===== src/verilog/ssv_pkg.sv =====
package ssv_pkg;
   localparam int CLK_NS = 10;
   // Register byte offsets
   localparam logic [7:0] ADDR_CTRL = 8'h00;
   localparam logic [7:0] ADDR_STAT = 8'h04;
   localparam logic [7:0] ADDR_STATE = 8'h08;
   // Control register fields
   localparam int C_UV_HS = 0;
   localparam int C_UV_LS = 1;
   localparam int C_OV_HS = 2;
   localparam int C_OV_LS = 3;
   localparam int C_THR = 4;
   localparam int C_SEC_EN = 6;
   localparam int C_CAN_EN = 7;
   localparam logic [7:0] CTRL_RST = 8'hCF;
   // Status flag positions
   localparam int F_PWRLOSS = 0;
   localparam int F_MLOW = 1;
   localparam int F_MHIGH = 2;
   localparam int F_PFAIL = 3;
   localparam int F_SFAIL = 4;
   localparam int F_SSHORT = 5;
   localparam int F_CANFAIL = 6;
   localparam int F_THERM = 7;
   localparam int NFLAG = 8;
   localparam int S_CANLOW = 8;
   localparam logic [7:0] FLAG_RST = 8'h01;
   // Operating modes of the chip
   localparam logic [1:0] MODE_NORMAL = 2'h0;
   localparam logic [1:0] MODE_STANDBY = 2'h1;
   localparam logic [1:0] MODE_SLEEP = 2'h2;
   // Times and derived cycle counts
   localparam int PGL_NS = 5000;
   localparam int RES_NS = 16000;
   localparam int SGL_NS = 2000;
   localparam int PGL_CYC = (PGL_NS + CLK_NS - 1) / CLK_NS;
   localparam int RES_CYC = (RES_NS + CLK_NS - 1) / CLK_NS;
   localparam int SGL_CYC = (SGL_NS + CLK_NS - 1) / CLK_NS;
   localparam int START_MS = 4;
   localparam int THOFF_MS = 1000;
   localparam int START_CYC = START_MS * (1000000 / CLK_NS);
   localparam int THOFF_CYC = THOFF_MS * (1000000 / CLK_NS);
   localparam int THERM_REPEAT = 3;
   // Timer indices
   localparam int T_PGL = 0;
   localparam int T_PST = 1;
   localparam int T_RES = 2;
   localparam int T_SGL = 3;
   localparam int T_SSH = 4;
   localparam int T_THM = 5;
   localparam int NTMR = 6;

   typedef enum logic [3:0] {
      ST_START = 4'b0001,
      ST_RUN = 4'b0010,
      ST_THERM = 4'b0100,
      ST_SLEEP = 4'b1000
   } ssv_state_t;

   typedef struct packed {
      logic main_low;
      logic main_high;
      logic prim_low;
      logic [3:0] prim_res_low;
      logic sec_low;
      logic can_low;
      logic therm1;
      logic therm2;
      logic load_low;
      logic load_high;
   } ssv_cmp_t;
   // Primary reads as failed until the synchroniser has flushed
   localparam ssv_cmp_t CMP_RST = 13'h0400;

   typedef struct packed {
      logic reset_out_n;
      logic primary_en;
      logic secondary_en;
      logic hs_off;
      logic ls_off;
      logic lin_tx_dis;
      logic can_from_dedicated;
      logic can_dis;
      logic wd_en;
      logic force_sleep;
   } ssv_out_t;
endpackage


===== src/verilog/ssv_supervisor.sv =====
`timescale 1ns/1ps
// Functional notes
// Hold defaults under POR, then power-up state
// Power-on sets latched power_loss_flag
// Undervoltage: drivers off per config, LIN off
// Overvoltage: drivers off per config, flag
// Second thermal level: primary off one second
// Recurring thermal shutdowns force sleep mode
// Primary startup timeout: fail flag, sleep
// Primary dip past glitch time sets flag
// Four selectable primary reset thresholds
// Filtered low primary asserts reset_out_n
// Loads off until reset released, watchdog served
// Standby: watchdog off only below low current
// Standby: watchdog back on above upper current
// First thermal level disables all load drivers
// Secondary monitored in normal and cyclic modes
// Secondary glitch sets fail flag, keeps running
// Secondary short timeout disables, sets two flags
// Both flags cleared before secondary re-enable
// CAN supply: dedicated in normal, else main
// CAN low status unlatched in normal mode
// CAN undervoltage latched, transceiver disabled
// Flags cleared only by status read-and-clear
// Filters and timeouts are restartable counters
// Event in clear cycle keeps flag set
module ssv_supervisor
   import ssv_pkg::*;
#(
   parameter int START_CYCLES = START_CYC,
   parameter int THERM_OFF_CYCLES = THOFF_CYC
) (
   // Clock and main-supply power-on reset
   input wire logic aclk,
   input wire logic aresetn,
   // AXI4-Lite slave
   input wire logic [7:0] s_axi_awaddr,
   input wire logic s_axi_awvalid,
   output logic s_axi_awready,
   input wire logic [31:0] s_axi_wdata,
   input wire logic [3:0] s_axi_wstrb,
   input wire logic s_axi_wvalid,
   output logic s_axi_wready,
   output logic [1:0] s_axi_bresp,
   output logic s_axi_bvalid,
   input wire logic s_axi_bready,
   input wire logic [7:0] s_axi_araddr,
   input wire logic s_axi_arvalid,
   output logic s_axi_arready,
   output logic [31:0] s_axi_rdata,
   output logic [1:0] s_axi_rresp,
   output logic s_axi_rvalid,
   input wire logic s_axi_rready,
   // Analog comparators and chip context
   input wire ssv_cmp_t cmp,
   input wire logic [1:0] op_mode,
   input wire logic wd_served,
   input wire logic wake,
   // Supply controls
   output ssv_out_t ctl,
   output logic [1:0] reset_thr_sel
);
   ssv_cmp_t meta_q, syn_q;
   ssv_state_t state_q, state_d;
   ssv_out_t out_q, out_d;
   logic [7:0] ctrl_q;
   logic [NFLAG-1:0] flag_q, flag_d, set_w, clr_w;
   logic [31:0] tcnt_q [NTMR];
   logic [NTMR-1:0] tcond, texp;
   logic [1:0] therm_cnt_q;
   logic therm2_q, sec_lock_q, load_hold_q, wd_en_q, rst_low_q;
   logic awv_q, wv_q, bvalid_q, rvalid_q, berr_q, rerr_q;
   logic [7:0] awaddr_q;
   logic [7:0] wdata_q;
   logic wstrb0_q;
   logic [31:0] rdata_q;

   function automatic logic mapped(input logic [7:0] a);
      return a == ADDR_CTRL || a == ADDR_STAT || a == ADDR_STATE;
   endfunction

   // Comparators are asynchronous to aclk
   // Reset to a failed primary so START cannot pass on a stale good reading
   always_ff @(posedge aclk) begin
      if (!aresetn) begin
         meta_q <= CMP_RST;
         syn_q <= CMP_RST;
      end else begin
         meta_q <= cmp;
         syn_q <= meta_q;
      end
   end

   wire mode_normal = op_mode == MODE_NORMAL;
   wire mode_standby = op_mode == MODE_STANDBY;
   wire in_run = state_q == ST_RUN;
   wire sec_mon = ctl.secondary_en && !(op_mode == MODE_SLEEP && !wake);
   wire res_low = syn_q.prim_res_low[ctrl_q[C_THR+:2]];

   assign tcond[T_PGL] = in_run && syn_q.prim_low;
   assign tcond[T_PST] = state_q == ST_START && syn_q.prim_low;
   assign tcond[T_RES] = in_run && res_low;
   assign tcond[T_SGL] = sec_mon && syn_q.sec_low;
   assign tcond[T_SSH] = sec_mon && syn_q.sec_low;
   assign tcond[T_THM] = state_q == ST_THERM;

   // Each counter restarts when its condition drops and saturates at its limit
   generate
      for (genvar i = 0; i < NTMR; i++) begin : g_tmr
         localparam int LIM = i == T_PGL ? PGL_CYC : i == T_PST ? START_CYCLES :
                              i == T_RES ? RES_CYC : i == T_SGL ? SGL_CYC :
                              i == T_SSH ? START_CYCLES : THERM_OFF_CYCLES;
         assign texp[i] = tcond[i] && tcnt_q[i] == 32'(LIM - 1);
         always_ff @(posedge aclk) begin
            if (!aresetn || !tcond[i]) begin
               tcnt_q[i] <= '0;
            end else if (tcnt_q[i] != 32'(LIM)) begin
               tcnt_q[i] <= tcnt_q[i] + 32'h1;
            end
         end
      end
   endgenerate

   wire therm2_rise = syn_q.therm2 && !therm2_q;

   always_comb begin
      state_d = state_q;
      unique case (state_q)
         ST_START: begin
            if (texp[T_PST]) begin
               state_d = ST_SLEEP;
            end else if (!syn_q.prim_low) begin
               state_d = ST_RUN;
            end
         end
         ST_RUN: begin
            if (therm2_rise) begin
               state_d = therm_cnt_q == 2'(THERM_REPEAT - 1) ? ST_SLEEP : ST_THERM;
            end
         end
         ST_THERM: begin
            if (texp[T_THM]) begin
               state_d = ST_START;
            end
         end
         ST_SLEEP: begin
            if (wake) begin
               state_d = ST_START;
            end
         end
         default: state_d = ST_START;
      endcase
   end

   // Hardware set wins over the read-and-clear
   assign set_w[F_PWRLOSS] = 1'b0;
   assign set_w[F_MLOW] = syn_q.main_low;
   assign set_w[F_MHIGH] = syn_q.main_high;
   assign set_w[F_PFAIL] = texp[T_PGL] || texp[T_PST];
   assign set_w[F_SFAIL] = texp[T_SGL] || texp[T_SSH];
   assign set_w[F_SSHORT] = texp[T_SSH];
   assign set_w[F_CANFAIL] = mode_normal && ctrl_q[C_CAN_EN] && syn_q.can_low;
   assign set_w[F_THERM] = syn_q.therm1;
   wire rd_hs = s_axi_arvalid && s_axi_arready;
   assign clr_w = rd_hs && s_axi_araddr == ADDR_STAT ? flag_q : '0;
   assign flag_d = (flag_q & ~clr_w) | set_w;

   wire loads_off = load_hold_q || syn_q.therm1;
   wire prim_on = state_q == ST_START || state_q == ST_RUN;

   always_comb begin
      out_d.reset_out_n = !rst_low_q;
      out_d.primary_en = prim_on;
      out_d.secondary_en = ctrl_q[C_SEC_EN] && !sec_lock_q && !loads_off && prim_on;
      out_d.hs_off = loads_off || (syn_q.main_low && ctrl_q[C_UV_HS]) ||
                     (syn_q.main_high && ctrl_q[C_OV_HS]);
      out_d.ls_off = loads_off || (syn_q.main_low && ctrl_q[C_UV_LS]) ||
                     (syn_q.main_high && ctrl_q[C_OV_LS]);
      out_d.lin_tx_dis = syn_q.main_low;
      out_d.can_from_dedicated = mode_normal;
      out_d.can_dis = !ctrl_q[C_CAN_EN] || (mode_normal && syn_q.can_low);
      out_d.wd_en = wd_en_q;
      out_d.force_sleep = state_q == ST_SLEEP;
   end

   always_ff @(posedge aclk) begin
      if (!aresetn) begin
         state_q <= ST_START;
         flag_q <= FLAG_RST;
         out_q <= '0;
         therm2_q <= 1'b0;
         therm_cnt_q <= '0;
         rst_low_q <= 1'b1;
         load_hold_q <= 1'b1;
         sec_lock_q <= 1'b0;
         wd_en_q <= 1'b1;
      end else begin
         state_q <= state_d;
         flag_q <= flag_d;
         out_q <= out_d;
         therm2_q <= syn_q.therm2;
         if (state_d == ST_SLEEP) begin
            therm_cnt_q <= '0;
         end else if (in_run && therm2_rise) begin
            therm_cnt_q <= therm_cnt_q + 2'h1;
         end
         // Reset stays low through power-up until the primary is good
         if (texp[T_RES] || state_q != ST_RUN) begin
            rst_low_q <= 1'b1;
         end else if (!res_low) begin
            rst_low_q <= 1'b0;
         end
         if (rst_low_q) begin
            load_hold_q <= 1'b1;
         end else if (wd_served) begin
            load_hold_q <= 1'b0;
         end
         if (texp[T_SSH]) begin
            sec_lock_q <= 1'b1;
         end else if (!flag_q[F_SFAIL] && !flag_q[F_SSHORT]) begin
            sec_lock_q <= 1'b0;
         end
         if (!mode_standby) begin
            wd_en_q <= op_mode != MODE_SLEEP;
         end else if (syn_q.load_high) begin
            wd_en_q <= 1'b1;
         end else if (syn_q.load_low) begin
            wd_en_q <= 1'b0;
         end
      end
   end

   assign ctl = out_q;
   assign reset_thr_sel = ctrl_q[C_THR+:2];

   // AXI4-Lite: address and data are taken in either order, response follows both
   assign s_axi_awready = !awv_q && !bvalid_q;
   assign s_axi_wready = !wv_q && !bvalid_q;
   assign s_axi_bvalid = bvalid_q;
   assign s_axi_bresp = berr_q ? 2'h2 : 2'h0;
   assign s_axi_arready = !rvalid_q;
   assign s_axi_rvalid = rvalid_q;
   assign s_axi_rdata = rdata_q;
   assign s_axi_rresp = rerr_q ? 2'h2 : 2'h0;
   wire wr_go = awv_q && wv_q && !bvalid_q;
   wire [31:0] stat_word = {23'h0, mode_normal && syn_q.can_low, flag_q};
   wire [31:0] state_word = {22'h0, wd_en_q, load_hold_q, sec_lock_q, out_q.reset_out_n,
                             2'h0, state_q};
   wire [31:0] rd_word = s_axi_araddr == ADDR_CTRL ? {24'h0, ctrl_q} :
                         s_axi_araddr == ADDR_STAT ? stat_word :
                         s_axi_araddr == ADDR_STATE ? state_word : 32'h0;

   always_ff @(posedge aclk) begin
      if (!aresetn) begin
         ctrl_q <= CTRL_RST;
         awv_q <= 1'b0;
         wv_q <= 1'b0;
         awaddr_q <= '0;
         wdata_q <= '0;
         wstrb0_q <= 1'b0;
         bvalid_q <= 1'b0;
         berr_q <= 1'b0;
         rvalid_q <= 1'b0;
         rerr_q <= 1'b0;
         rdata_q <= '0;
      end else begin
         if (s_axi_awvalid && s_axi_awready) begin
            awv_q <= 1'b1;
            awaddr_q <= s_axi_awaddr;
         end
         if (s_axi_wvalid && s_axi_wready) begin
            wv_q <= 1'b1;
            wdata_q <= s_axi_wdata[7:0];
            wstrb0_q <= s_axi_wstrb[0];
         end
         if (wr_go) begin
            awv_q <= 1'b0;
            wv_q <= 1'b0;
            bvalid_q <= 1'b1;
            berr_q <= !mapped(awaddr_q);
            if (awaddr_q == ADDR_CTRL && wstrb0_q) begin
               ctrl_q <= wdata_q;
            end
         end else if (s_axi_bready) begin
            bvalid_q <= 1'b0;
         end
         if (rd_hs) begin
            rvalid_q <= 1'b1;
            rdata_q <= rd_word;
            rerr_q <= !mapped(s_axi_araddr);
         end else if (s_axi_rready) begin
            rvalid_q <= 1'b0;
         end
      end
   end
endmodule // ssv_supervisor


===== config.mk =====
export PLATFORM = sky130hd
export DESIGN_NAME = ssv_supervisor
export DESIGN_NICKNAME = d
export VERILOG_FILES = /design/src/verilog/ssv_pkg.sv /design/src/verilog/ssv_supervisor.sv
export SDC_FILE = /design/constraint.sdc
export NUM_CORES = 1
export LEC_CHECK = 0
export ABC_AREA = 1
export BUFFER_PORTS_ARGS = -buffer_cell sky130_fd_sc_hd__buf_2
export CORE_ASPECT_RATIO = 1.75
export CORE_MARGIN = 4
export CORE_UTILIZATION = 30
export DETAILED_ROUTE_END_ITERATION = 12
export PLACE_DENSITY_LB_ADDON = 0.05
export SYNTH_ARGS = -nofsm -noshare
export SYNTH_HDL_FRONTEND = slang
export SYNTH_SLANG_ARGS = --single-unit

===== constraint.sdc =====
create_clock -name aclk -period 5.2 [get_ports aclk]
set_clock_uncertainty 0.2 [all_clocks]
set_input_delay 0.52 -clock aclk [delete_from_list [all_inputs] [get_ports aclk]]
set_output_delay 0.52 -clock aclk [all_outputs]
set_load 0.03 [all_outputs]

==> results of run 1 <==
## worst reg2reg max path, delay by kind of cell (launching register included)
| kind | cells | cell delay [ps] |
|---|---|---|
| DFF | 1 | 390 |
| and+or+nand+nor | 5 | 1550 |
| buffers and inverters | 1 | 530 |
## final cells by class
type                       instances  area, µm²  share of cell area (%)
sequential                       288       7690                    40.8
multi-input combinational       1551       7410                    39.3
inverter                         332       1250                    6.61
clock buffer                      52       1010                    5.37
tap                              690        863                    4.58
timing repair buffer              98        571                    3.02
clock inverter                    10       71.3                   0.378
antenna                            1       2.50                  0.0133
## worst min-delay path by stage
stage	from	to	slack [ps]	cells after the start
after floorplan	meta_q[12]$_SDFF_PN0_	out_d[4]$_SDFF_PN0_	190	2
after CTS	s_axi_wstrb[0]	wstrb0_q$_SDFFE_PN0P_	5	3
after global routing	cmp[2]	meta_q[2]$_SDFF_PN0_	20	3
final	cmp[2]	meta_q[2]$_SDFF_PN0_	30	3
after detailed placement	meta_q[10]$_SDFF_PN1_	syn_q[10]$_SDFF_PN1_	200	1
after global placement	meta_q[7]$_SDFF_PN0_	syn_q[7]$_SDFF_PN0_	200	2
## sequential cells by signal (all words and copies together), names as in the netlist, 2 cells and up
name and count:
tcnt_q 192, meta_q 13, ctl 10, s_axi_rdata 10, syn_q 10, awaddr_q 8
ctrl_q 8, flag_q 8, wdata_q 8, state_q 4, set_w 2, therm_cnt_q 2
## report_power, final
group | total (mW) | switching (mW) | internal (mW)
clock | 2.37 | 1.02 | 1.36
combinational | 0.202 | 0.141 | 0.0603
sequential | 2.47 | 0.0215 | 2.45
## cells by family (layout without fill, tap and decap cells)
kind of cell	Yosys count	after routing	synth area share, %
flops	288	288	46.3
compound gates	179	179	5.65
xor+xnor	68	68	3.59
other cells	1	25	0.0226
fa+ha+maj	13	13	0.980
buf+inv	388	492	9.61
simple gates	1267	1267	33.9
## per-stage QoR
stage / worst slack (ps) / hold WS, ps / total power, mW / cell area [µm²]
finish: 2260 / 32.1 / 5.05 / 18900
global route: 2010 / 21.0 / 5.26 / 18900
CTS: 2210 / 5.09 / 5.15 / 18900
detailed placement: 2080 / 197 / 2.72 / 17700
global placement: 2100 / 198 / 2.72 / 17700
floorplan: 2440 / 190 / 2.67 / 16700
## layout by cell type (no fill, tap or decap), types with 9 or more instances in the layout
cell type                       instances
sky130_fd_sc_hd__a21oi_1              103
sky130_fd_sc_hd__buf_2                 77
sky130_fd_sc_hd__buf_4                 10
sky130_fd_sc_hd__clkbuf_1               9
sky130_fd_sc_hd__clkbuf_16             35
sky130_fd_sc_hd__conb_1                24
sky130_fd_sc_hd__dfxtp_1               96
sky130_fd_sc_hd__dlygate4sd3_1         11
sky130_fd_sc_hd__edfxtp_1             192
sky130_fd_sc_hd__ha_1                  13
sky130_fd_sc_hd__inv_1                321
sky130_fd_sc_hd__inv_2                  9
sky130_fd_sc_hd__nand2_1              525
sky130_fd_sc_hd__nand3_1              140
sky130_fd_sc_hd__nand4_1               62
sky130_fd_sc_hd__nor2_1               339
sky130_fd_sc_hd__nor2_2                18
sky130_fd_sc_hd__nor3_1               107
sky130_fd_sc_hd__o21ai_0               52
sky130_fd_sc_hd__or2_2                 11
sky130_fd_sc_hd__xnor2_1               15
sky130_fd_sc_hd__xor2_1                53
## per-layer routing
metal  vias to the layer above  global-route usage, %  part of all wire (%)  routed length, µm
li1                       7319                      -                     -                  -
met1                      6491                   17.9                    40              18900
met2                       263                   30.1                    53              25400
met3                        75                   2.76                   4.3               2070
met4                         0                   5.28                   3.1               1470
met5                         -                      0                     0                  0
## repair_timing
| action | 4_1_cts | 5_1_grt |
|---|---|---|
| hold buffers | 11 | 0 |
| hold endpoints to repair | 11 | 0 |
| setup buffers | 0 | 0 |
==> impl_metrics.prom, run 1 <==
# TYPE chip_impl_metric gauge
chip_impl_metric{name="final_nets",unit=""} 2394
chip_impl_metric{name="grt_pass1_wl",unit="µm"} 76300
chip_impl_metric{name="finalCriticalPeriod",unit="ps"} 2940
chip_impl_info{name="library_cell_occupying_the_most_area_in_the_post_synthesis_netlist",value="sky130_fd_sc_hd__edfxtp_1"} 1
chip_impl_metric{name="static-leakage-power",unit="nW"} 7.20
chip_impl_metric{name="tritoncts.num_buffers",unit=""} 34
chip_impl_metric{name="buffer_levels_on_the_longest_clock_path",unit=""} 3
chip_impl_metric{name="post_route_cells_drive_above_1_share",unit="%"} 9.09
chip_impl_metric{name="yosys_warnings",unit=""} 0
chip_impl_metric{name="port_buffers",unit=""} 77
chip_impl_metric{name="top_level_ports",unit=""} 129
chip_impl_metric{name="grt_remaining_overflow",unit=""} 0
chip_impl_metric{name="effective_utilization_at_floorplan",unit="%"} 30.4
chip_impl_metric{name="synth.cell_area",unit="µm²"} 16600
chip_impl_metric{name="dr.first_iter.drc_count",unit=""} 670
chip_impl_info{name="critPathLaunch",value="tcnt_q[5][14]$_SDFFCE_PN0P_"} 1
chip_impl_metric{name="worst_slew_pin_slew",unit="ps"} 1120
chip_impl_metric{name="antenna_found_initial",unit=""} 1
chip_impl_metric{name="crit_path_max_incr_delay",unit="ps"} 730
chip_impl_info{name="critical_path.endpoint",value="tcnt_q[5][14]$_SDFFCE_PN0P_"} 1
chip_impl_metric{name="groute.usage.overall",unit="%"} 16.0
chip_impl_metric{name="instances_no_fill",unit=""} 3022
chip_impl_info{name="rsz0062_at_grt",value="false"} 1
chip_impl_metric{name="layout.core_utilization",unit="%"} 34.6
chip_impl_info{name="outcome",value="completed"} 1
chip_impl_metric{name="clock_latency",unit="ps"} 530
chip_impl_metric{name="ff2ff_setup_slack",unit="ps"} 2260
chip_impl_metric{name="vdd_ir_drop_max",unit="mV"} 0.195
chip_impl_metric{name="dp_cells",unit=""} 2948
chip_impl_metric{name="maxClockFrequency",unit="GHz"} 0.341
chip_impl_info{name="crit_path_frequent_cell",value="sky130_fd_sc_hd__nor3_1"} 1
chip_impl_metric{name="worst_r2r_path_depth",unit=""} 6
chip_impl_metric{name="ys_seq_elements",unit=""} 288
chip_impl_metric{name="core_region_area",unit="µm²"} 54600
chip_impl_info{name="rr_startpoint",value="tcnt_q[5][14]$_SDFFCE_PN0P_"} 1
chip_impl_metric{name="yosysSeqAreaShare",unit="%"} 46.3
chip_impl_metric{name="path_buf_inv",unit=""} 1
chip_impl_metric{name="via_count_of_the_first_global_routing_pass",unit=""} 14384
chip_impl_metric{name="synth_edf_count",unit=""} 192
chip_impl_metric{name="synthDominantCellAreaShare",unit="%"} 34.7
chip_impl_info{name="library_cell_used_as_clock_root_buffer",value="sky130_fd_sc_hd__clkbuf_16"} 1
chip_impl_metric{name="cts.clk_slew.worst_paths",unit="ps"} 60
chip_impl_metric{name="avgSynthCellArea",unit="µm²"} 7.53
chip_impl_metric{name="final.period_utilization",unit="%"} 56.5
chip_impl_metric{name="routed_wl",unit="µm"} 47800
chip_impl_metric{name="wl_per_cell",unit="µm"} 15.8
chip_impl_metric{name="placement_rows",unit=""} 113
chip_impl_metric{name="post_cts.resized_instances",unit=""} 0
chip_impl_info{name="crit_family",value="simple AND/OR/NAND/NOR gates"} 1
chip_impl_metric{name="synth_cell_types",unit=""} 46
chip_impl_metric{name="powerDensity",unit="nW/µm²"} 268
chip_impl_info{name="start_kind",value="flop"} 1
chip_impl_metric{name="share_of_flip_flops_with_an_asynchronous_set_or_reset",unit="%"} 0
chip_impl_info{name="timing.setup.critical_path_class",value="flop to flop"} 1
chip_impl_metric{name="area_added_between_synthesis_and_finish",unit="%"} 13.6
chip_impl_info{name="reg2reg_to",value="tcnt_q[5][14]$_SDFFCE_PN0P_"} 1
chip_impl_metric{name="grt_max_degree",unit=""} 74
chip_impl_metric{name="avgViaCountPerCell",unit=""} 4.68
chip_impl_metric{name="crit_required",unit="ps"} 5250
chip_impl_metric{name="cts.sinks",unit=""} 288
chip_impl_info{name="critical-path-slowest-cell",value="sky130_fd_sc_hd__nand4_1"} 1
chip_impl_info{name="ys_top_cells_by_count",value="525 x sky130_fd_sc_hd__nand2_1, 339 x sky130_fd_sc_hd__nor2_1, 321 x sky130_fd_sc_hd__inv_1"} 1
chip_impl_info{name="cp_cell_sequence",value="nand2_1 > nor3_1 > nand3_1 > nor3_1 > nand4_1 > buf_4"} 1
chip_impl_info{name="synth_area_leaders",value="sky130_fd_sc_hd__edfxtp_1 35%, sky130_fd_sc_hd__nand2_1 12%, sky130_fd_sc_hd__dfxtp_1 12%"} 1
chip_impl_metric{name="die_height",unit="µm"} 319
chip_impl_metric{name="fill_cells",unit=""} 5870
chip_impl_info{name="crit_path_end_kind",value="flop"} 1
chip_impl_metric{name="final-max-slew-violation-count",unit=""} 0
chip_impl_metric{name="timing.final.hold_violations",unit=""} 0
chip_impl_metric{name="relSlewSlack",unit="%"} 24.9
chip_impl_metric{name="detailed_place_hpwl",unit="µm"} 36800
chip_impl_metric{name="cts_htree_levels",unit=""} 2
chip_impl_info{name="tritoncts_clock_tree",value="done"} 1
chip_impl_metric{name="dr_total_vias",unit=""} 14148
chip_impl_metric{name="globalplace.congestion",unit=""} 0.903
chip_impl_metric{name="total_stage_count_of_the_critical_path",unit=""} 6
chip_impl_info{name="synth-main-ff-cell",value="sky130_fd_sc_hd__edfxtp_1"} 1
chip_impl_metric{name="worstPathArrival",unit="ps"} 2990
chip_impl_metric{name="post-route-drc-count",unit=""} 0
chip_impl_metric{name="finalSetupTns",unit="ps"} 0
chip_impl_metric{name="cp_max_fo",unit=""} 18
chip_impl_metric{name="number_of_instances_in_the_synthesized_netlist",unit=""} 2204
chip_impl_metric{name="antenna_violating_nets_post_route",unit=""} 0
chip_impl_metric{name="cap_viol_max_count",unit=""} 0
chip_impl_metric{name="setup-violations-final",unit=""} 0
chip_impl_info{name="min_path_type",value="input pin to flop"} 1
chip_impl_metric{name="die-width",unit="µm"} 186
chip_impl_metric{name="floorplan.die_area",unit="µm²"} 59300
chip_impl_info{name="dominant_cell_by_count_in_the_synthesized_netlist",value="sky130_fd_sc_hd__nand2_1"} 1
chip_impl_metric{name="firstDrtPassIters",unit=""} 5
(Power assumes the default switching activity.)
==> run 2: changes to the inputs <==
clock period = 2.76 ns   (was 5.2 ns; I/O delays follow)
==> run 2 against run 1 <==
Utilization up 0.93 points. Clock-buffer cell count down 9. Sequential power up 89%. Critical path type unchanged. Highest routed layer unchanged.
==> impl_metrics.prom, run 2 (same netlist as run 1, synthesis figures left out) <==
# TYPE chip_impl_metric gauge
chip_impl_metric{name="finalSetupTns",unit="ps"} 0
chip_impl_metric{name="final.period_utilization",unit="%"} 83.1
chip_impl_metric{name="tritoncts.num_buffers",unit=""} 34
chip_impl_metric{name="die_height",unit="µm"} 319
chip_impl_metric{name="routed_wl",unit="µm"} 48200
chip_impl_metric{name="fill_cells",unit=""} 5833
chip_impl_metric{name="static-leakage-power",unit="nW"} 7.43
chip_impl_metric{name="via_count_of_the_first_global_routing_pass",unit=""} 14519
chip_impl_metric{name="cts.sinks",unit=""} 288
chip_impl_metric{name="top_level_ports",unit=""} 129
chip_impl_metric{name="vdd_ir_drop_max",unit="mV"} 0.332
chip_impl_metric{name="relSlewSlack",unit="%"} 53.3
chip_impl_metric{name="worst_r2r_path_depth",unit=""} 5
chip_impl_info{name="worst_hold_startpoint",value="s_axi_arvalid"} 1
chip_impl_metric{name="grt_pass1_wl",unit="µm"} 76700
chip_impl_metric{name="ff2ff_setup_slack",unit="ps"} 470
chip_impl_metric{name="detailed_place_hpwl",unit="µm"} 37200
chip_impl_info{name="min_path_type",value="input pin to flop"} 1
chip_impl_info{name="library_cell_used_as_clock_root_buffer",value="sky130_fd_sc_hd__clkbuf_16"} 1
chip_impl_metric{name="powerDensity",unit="nW/µm²"} 508
chip_impl_metric{name="wl_per_cell",unit="µm"} 15.7
chip_impl_info{name="reg_top3",value="tcnt_q (192), meta_q (13)"} 1
chip_impl_metric{name="placement_rows",unit=""} 113
chip_impl_metric{name="die-width",unit="µm"} 186
chip_impl_metric{name="final_nets",unit=""} 2435
chip_impl_info{name="layout_commonest_cell",value="sky130_fd_sc_hd__nand2_1"} 1
chip_impl_metric{name="firstDrtPassIters",unit=""} 5
chip_impl_info{name="top_register",value="tcnt_q"} 1
chip_impl_metric{name="final-max-slew-violation-count",unit=""} 0
chip_impl_metric{name="finalCriticalPeriod",unit="ps"} 2290
chip_impl_metric{name="final.hold.worst_slack",unit="ps"} 44.1
chip_impl_metric{name="dr_total_vias",unit=""} 14380
chip_impl_metric{name="cts_htree_levels",unit=""} 2
chip_impl_metric{name="crit_required",unit="ps"} 2830
chip_impl_info{name="reg2reg_to",value="tcnt_q[3][10]$_SDFFCE_PN0P_"} 1
chip_impl_metric{name="effective_utilization_at_floorplan",unit="%"} 30.4
chip_impl_info{name="hold-path-endpoint",value="rerr_q$_SDFFE_PN0P_"} 1
chip_impl_info{name="tritoncts_clock_tree",value="done"} 1
chip_impl_info{name="start_kind",value="flop"} 1
chip_impl_metric{name="buffer_levels_on_the_longest_clock_path",unit=""} 3
chip_impl_metric{name="groute.usage.overall",unit="%"} 16.1
chip_impl_metric{name="area_added_between_synthesis_and_finish",unit="%"} 16.6
chip_impl_metric{name="post_route_cells_drive_above_1_share",unit="%"} 9.62
chip_impl_metric{name="worst_slew_pin_slew",unit="ps"} 699
chip_impl_metric{name="grt_remaining_overflow",unit=""} 0
chip_impl_info{name="timing.setup.critical_path_class",value="flop to flop"} 1
chip_impl_metric{name="post_cts_buffers",unit=""} 0
chip_impl_metric{name="largest_register_ffs",unit=""} 192
chip_impl_metric{name="clock_latency",unit="ps"} 530
chip_impl_info{name="outcome",value="completed"} 1
chip_impl_metric{name="post-route-drc-count",unit=""} 0
chip_impl_metric{name="cp_max_fo",unit=""} 29
chip_impl_metric{name="timing.final.hold_violations",unit=""} 0
chip_impl_metric{name="floorplan.die_area",unit="µm²"} 59300
chip_impl_metric{name="dr.first_iter.drc_count",unit=""} 721
chip_impl_info{name="mostFrequentLayoutCells",value="525 x sky130_fd_sc_hd__nand2_1, 339 x sky130_fd_sc_hd__nor2_1, 320 x sky130_fd_sc_hd__inv_1"} 1
chip_impl_metric{name="antenna_violating_nets_post_route",unit=""} 0
chip_impl_metric{name="grt_max_degree",unit=""} 74
chip_impl_metric{name="cts.clk_slew.worst_paths",unit="ps"} 70
chip_impl_metric{name="post_cts.resized_instances",unit=""} 0
chip_impl_metric{name="maxClockFrequency",unit="GHz"} 0.436
chip_impl_metric{name="cap_viol_max_count",unit=""} 0
chip_impl_info{name="rsz0062_at_grt",value="false"} 1
chip_impl_metric{name="avgViaCountPerCell",unit=""} 4.70
chip_impl_metric{name="port_buffers",unit=""} 77
chip_impl_metric{name="antenna_found_initial",unit=""} 1
chip_impl_metric{name="core_region_area",unit="µm²"} 54600
chip_impl_metric{name="setup-violations-final",unit=""} 0
chip_impl_metric{name="globalplace.congestion",unit=""} 0.866
chip_impl_info{name="crit_path_end_kind",value="flop"} 1
chip_impl_info{name="rr_startpoint",value="tcnt_q[3][19]$_SDFFCE_PN0P_"} 1
chip_impl_metric{name="worstHoldPathCells",unit=""} 5
chip_impl_metric{name="worstPathArrival",unit="ps"} 2360
==> run 2: cell count changes in the layout (fill, tap and decap cells not counted), moves of 2 or more <==
cell	before	now
sky130_fd_sc_hd__clkbuf_8	7	5
sky130_fd_sc_hd__dlygate4sd3_1	11	39
sky130_fd_sc_hd__buf_4	10	18
sky130_fd_sc_hd__clkinvlp_4	0	3
sky130_fd_sc_hd__clkinv_1	3	5
sky130_fd_sc_hd__bufinv_16	0	4
sky130_fd_sc_hd__clkbuf_1	9	3
sky130_fd_sc_hd__buf_12	0	5
==> run 2: power by group <==
group / switching [mW] / internal [mW] / leakage [nW]
registers: 0.0394 / 4.62 / 3.16
logic: 0.275 / 0.146 / 3.71
clock network: 1.93 / 2.83 / 0.561
==> run 2: worst max path at each step <==
stage	end	start	cells past startpoint
3_5_place_dp	tcnt_q[4][10]$_SDFFCE_PN0P_	tcnt_q[4][0]$_SDFFCE_PN0P_	9
4_1_cts	tcnt_q[4][10]$_SDFFCE_PN0P_	tcnt_q[4][0]$_SDFFCE_PN0P_	9
3_3_place_gp	tcnt_q[1][22]$_SDFFCE_PN0P_	tcnt_q[1][17]$_SDFFCE_PN0P_	12
6_report	tcnt_q[3][10]$_SDFFCE_PN0P_	tcnt_q[3][19]$_SDFFCE_PN0P_	5
2_1_floorplan	tcnt_q[4][0]$_SDFFCE_PN0P_	tcnt_q[4][0]$_SDFFCE_PN0P_	5
5_1_grt	tcnt_q[0][17]$_SDFFCE_PN0P_	state_q[2]$_SDFF_PN0_	7
==> run 2: worst max-delay path: stages (launching register included) <==
cell                       delay (ps)
sky130_fd_sc_hd__edfxtp_1         480
sky130_fd_sc_hd__nor4_1           380
sky130_fd_sc_hd__nand3_1          290
sky130_fd_sc_hd__nor2_1           240
sky130_fd_sc_hd__nand2_1          200
sky130_fd_sc_hd__buf_12           230
==> run 2: final cells by class <==
type | count | area [µm²] | area share, %
timing repair buffer | 139 | 1010 | 5.22
inverter | 332 | 1250 | 6.43
antenna | 1 | 2.50 | 0.0129
sequential | 288 | 7690 | 39.7
clock buffer | 43 | 956 | 4.94
clock inverter | 17 | 194 | 1.00
tap | 690 | 863 | 4.46
multi-input combinational | 1551 | 7410 | 38.2
==> run 2: metal layers <==
| metal | share of wire [%] | routed length [µm] | vias to the layer above | track usage [%] |
|---|---|---|---|---|
| met5 | 0 | 0 | - | 0 |
| met4 | 3.7 | 1760 | 0 | 5.83 |
| met3 | 3.7 | 1770 | 83 | 2.68 |
| met2 | 54 | 25900 | 281 | 30.7 |
| met1 | 39 | 18700 | 6630 | 17.5 |
| li1 | - | - | 7386 | - |
==> run 2: stage by stage <==
stage / instances / worst slack, ps / cell area [µm²] / util [%] / power, mW
floorplan: 2227 / 36.9 / 16700 / - / 5.02
global placement: 2961 / 444 / 17800 / 32.7 / 5.13
detailed placement: 2961 / 455 / 17800 / 32.7 / 5.13
CTS: 3060 / 428 / 19400 / 35.5 / 10.0
global route: 3060 / 258 / 19400 / 35.5 / 10.2
finish: 3061 / 467 / 19400 / 35.5 / 9.84
==> run 2: timing repair <==
action,4_1_cts,5_1_grt
hold endpoints to repair,44,0
hold buffers,39,0
endpoints found under the setup margin,0,0
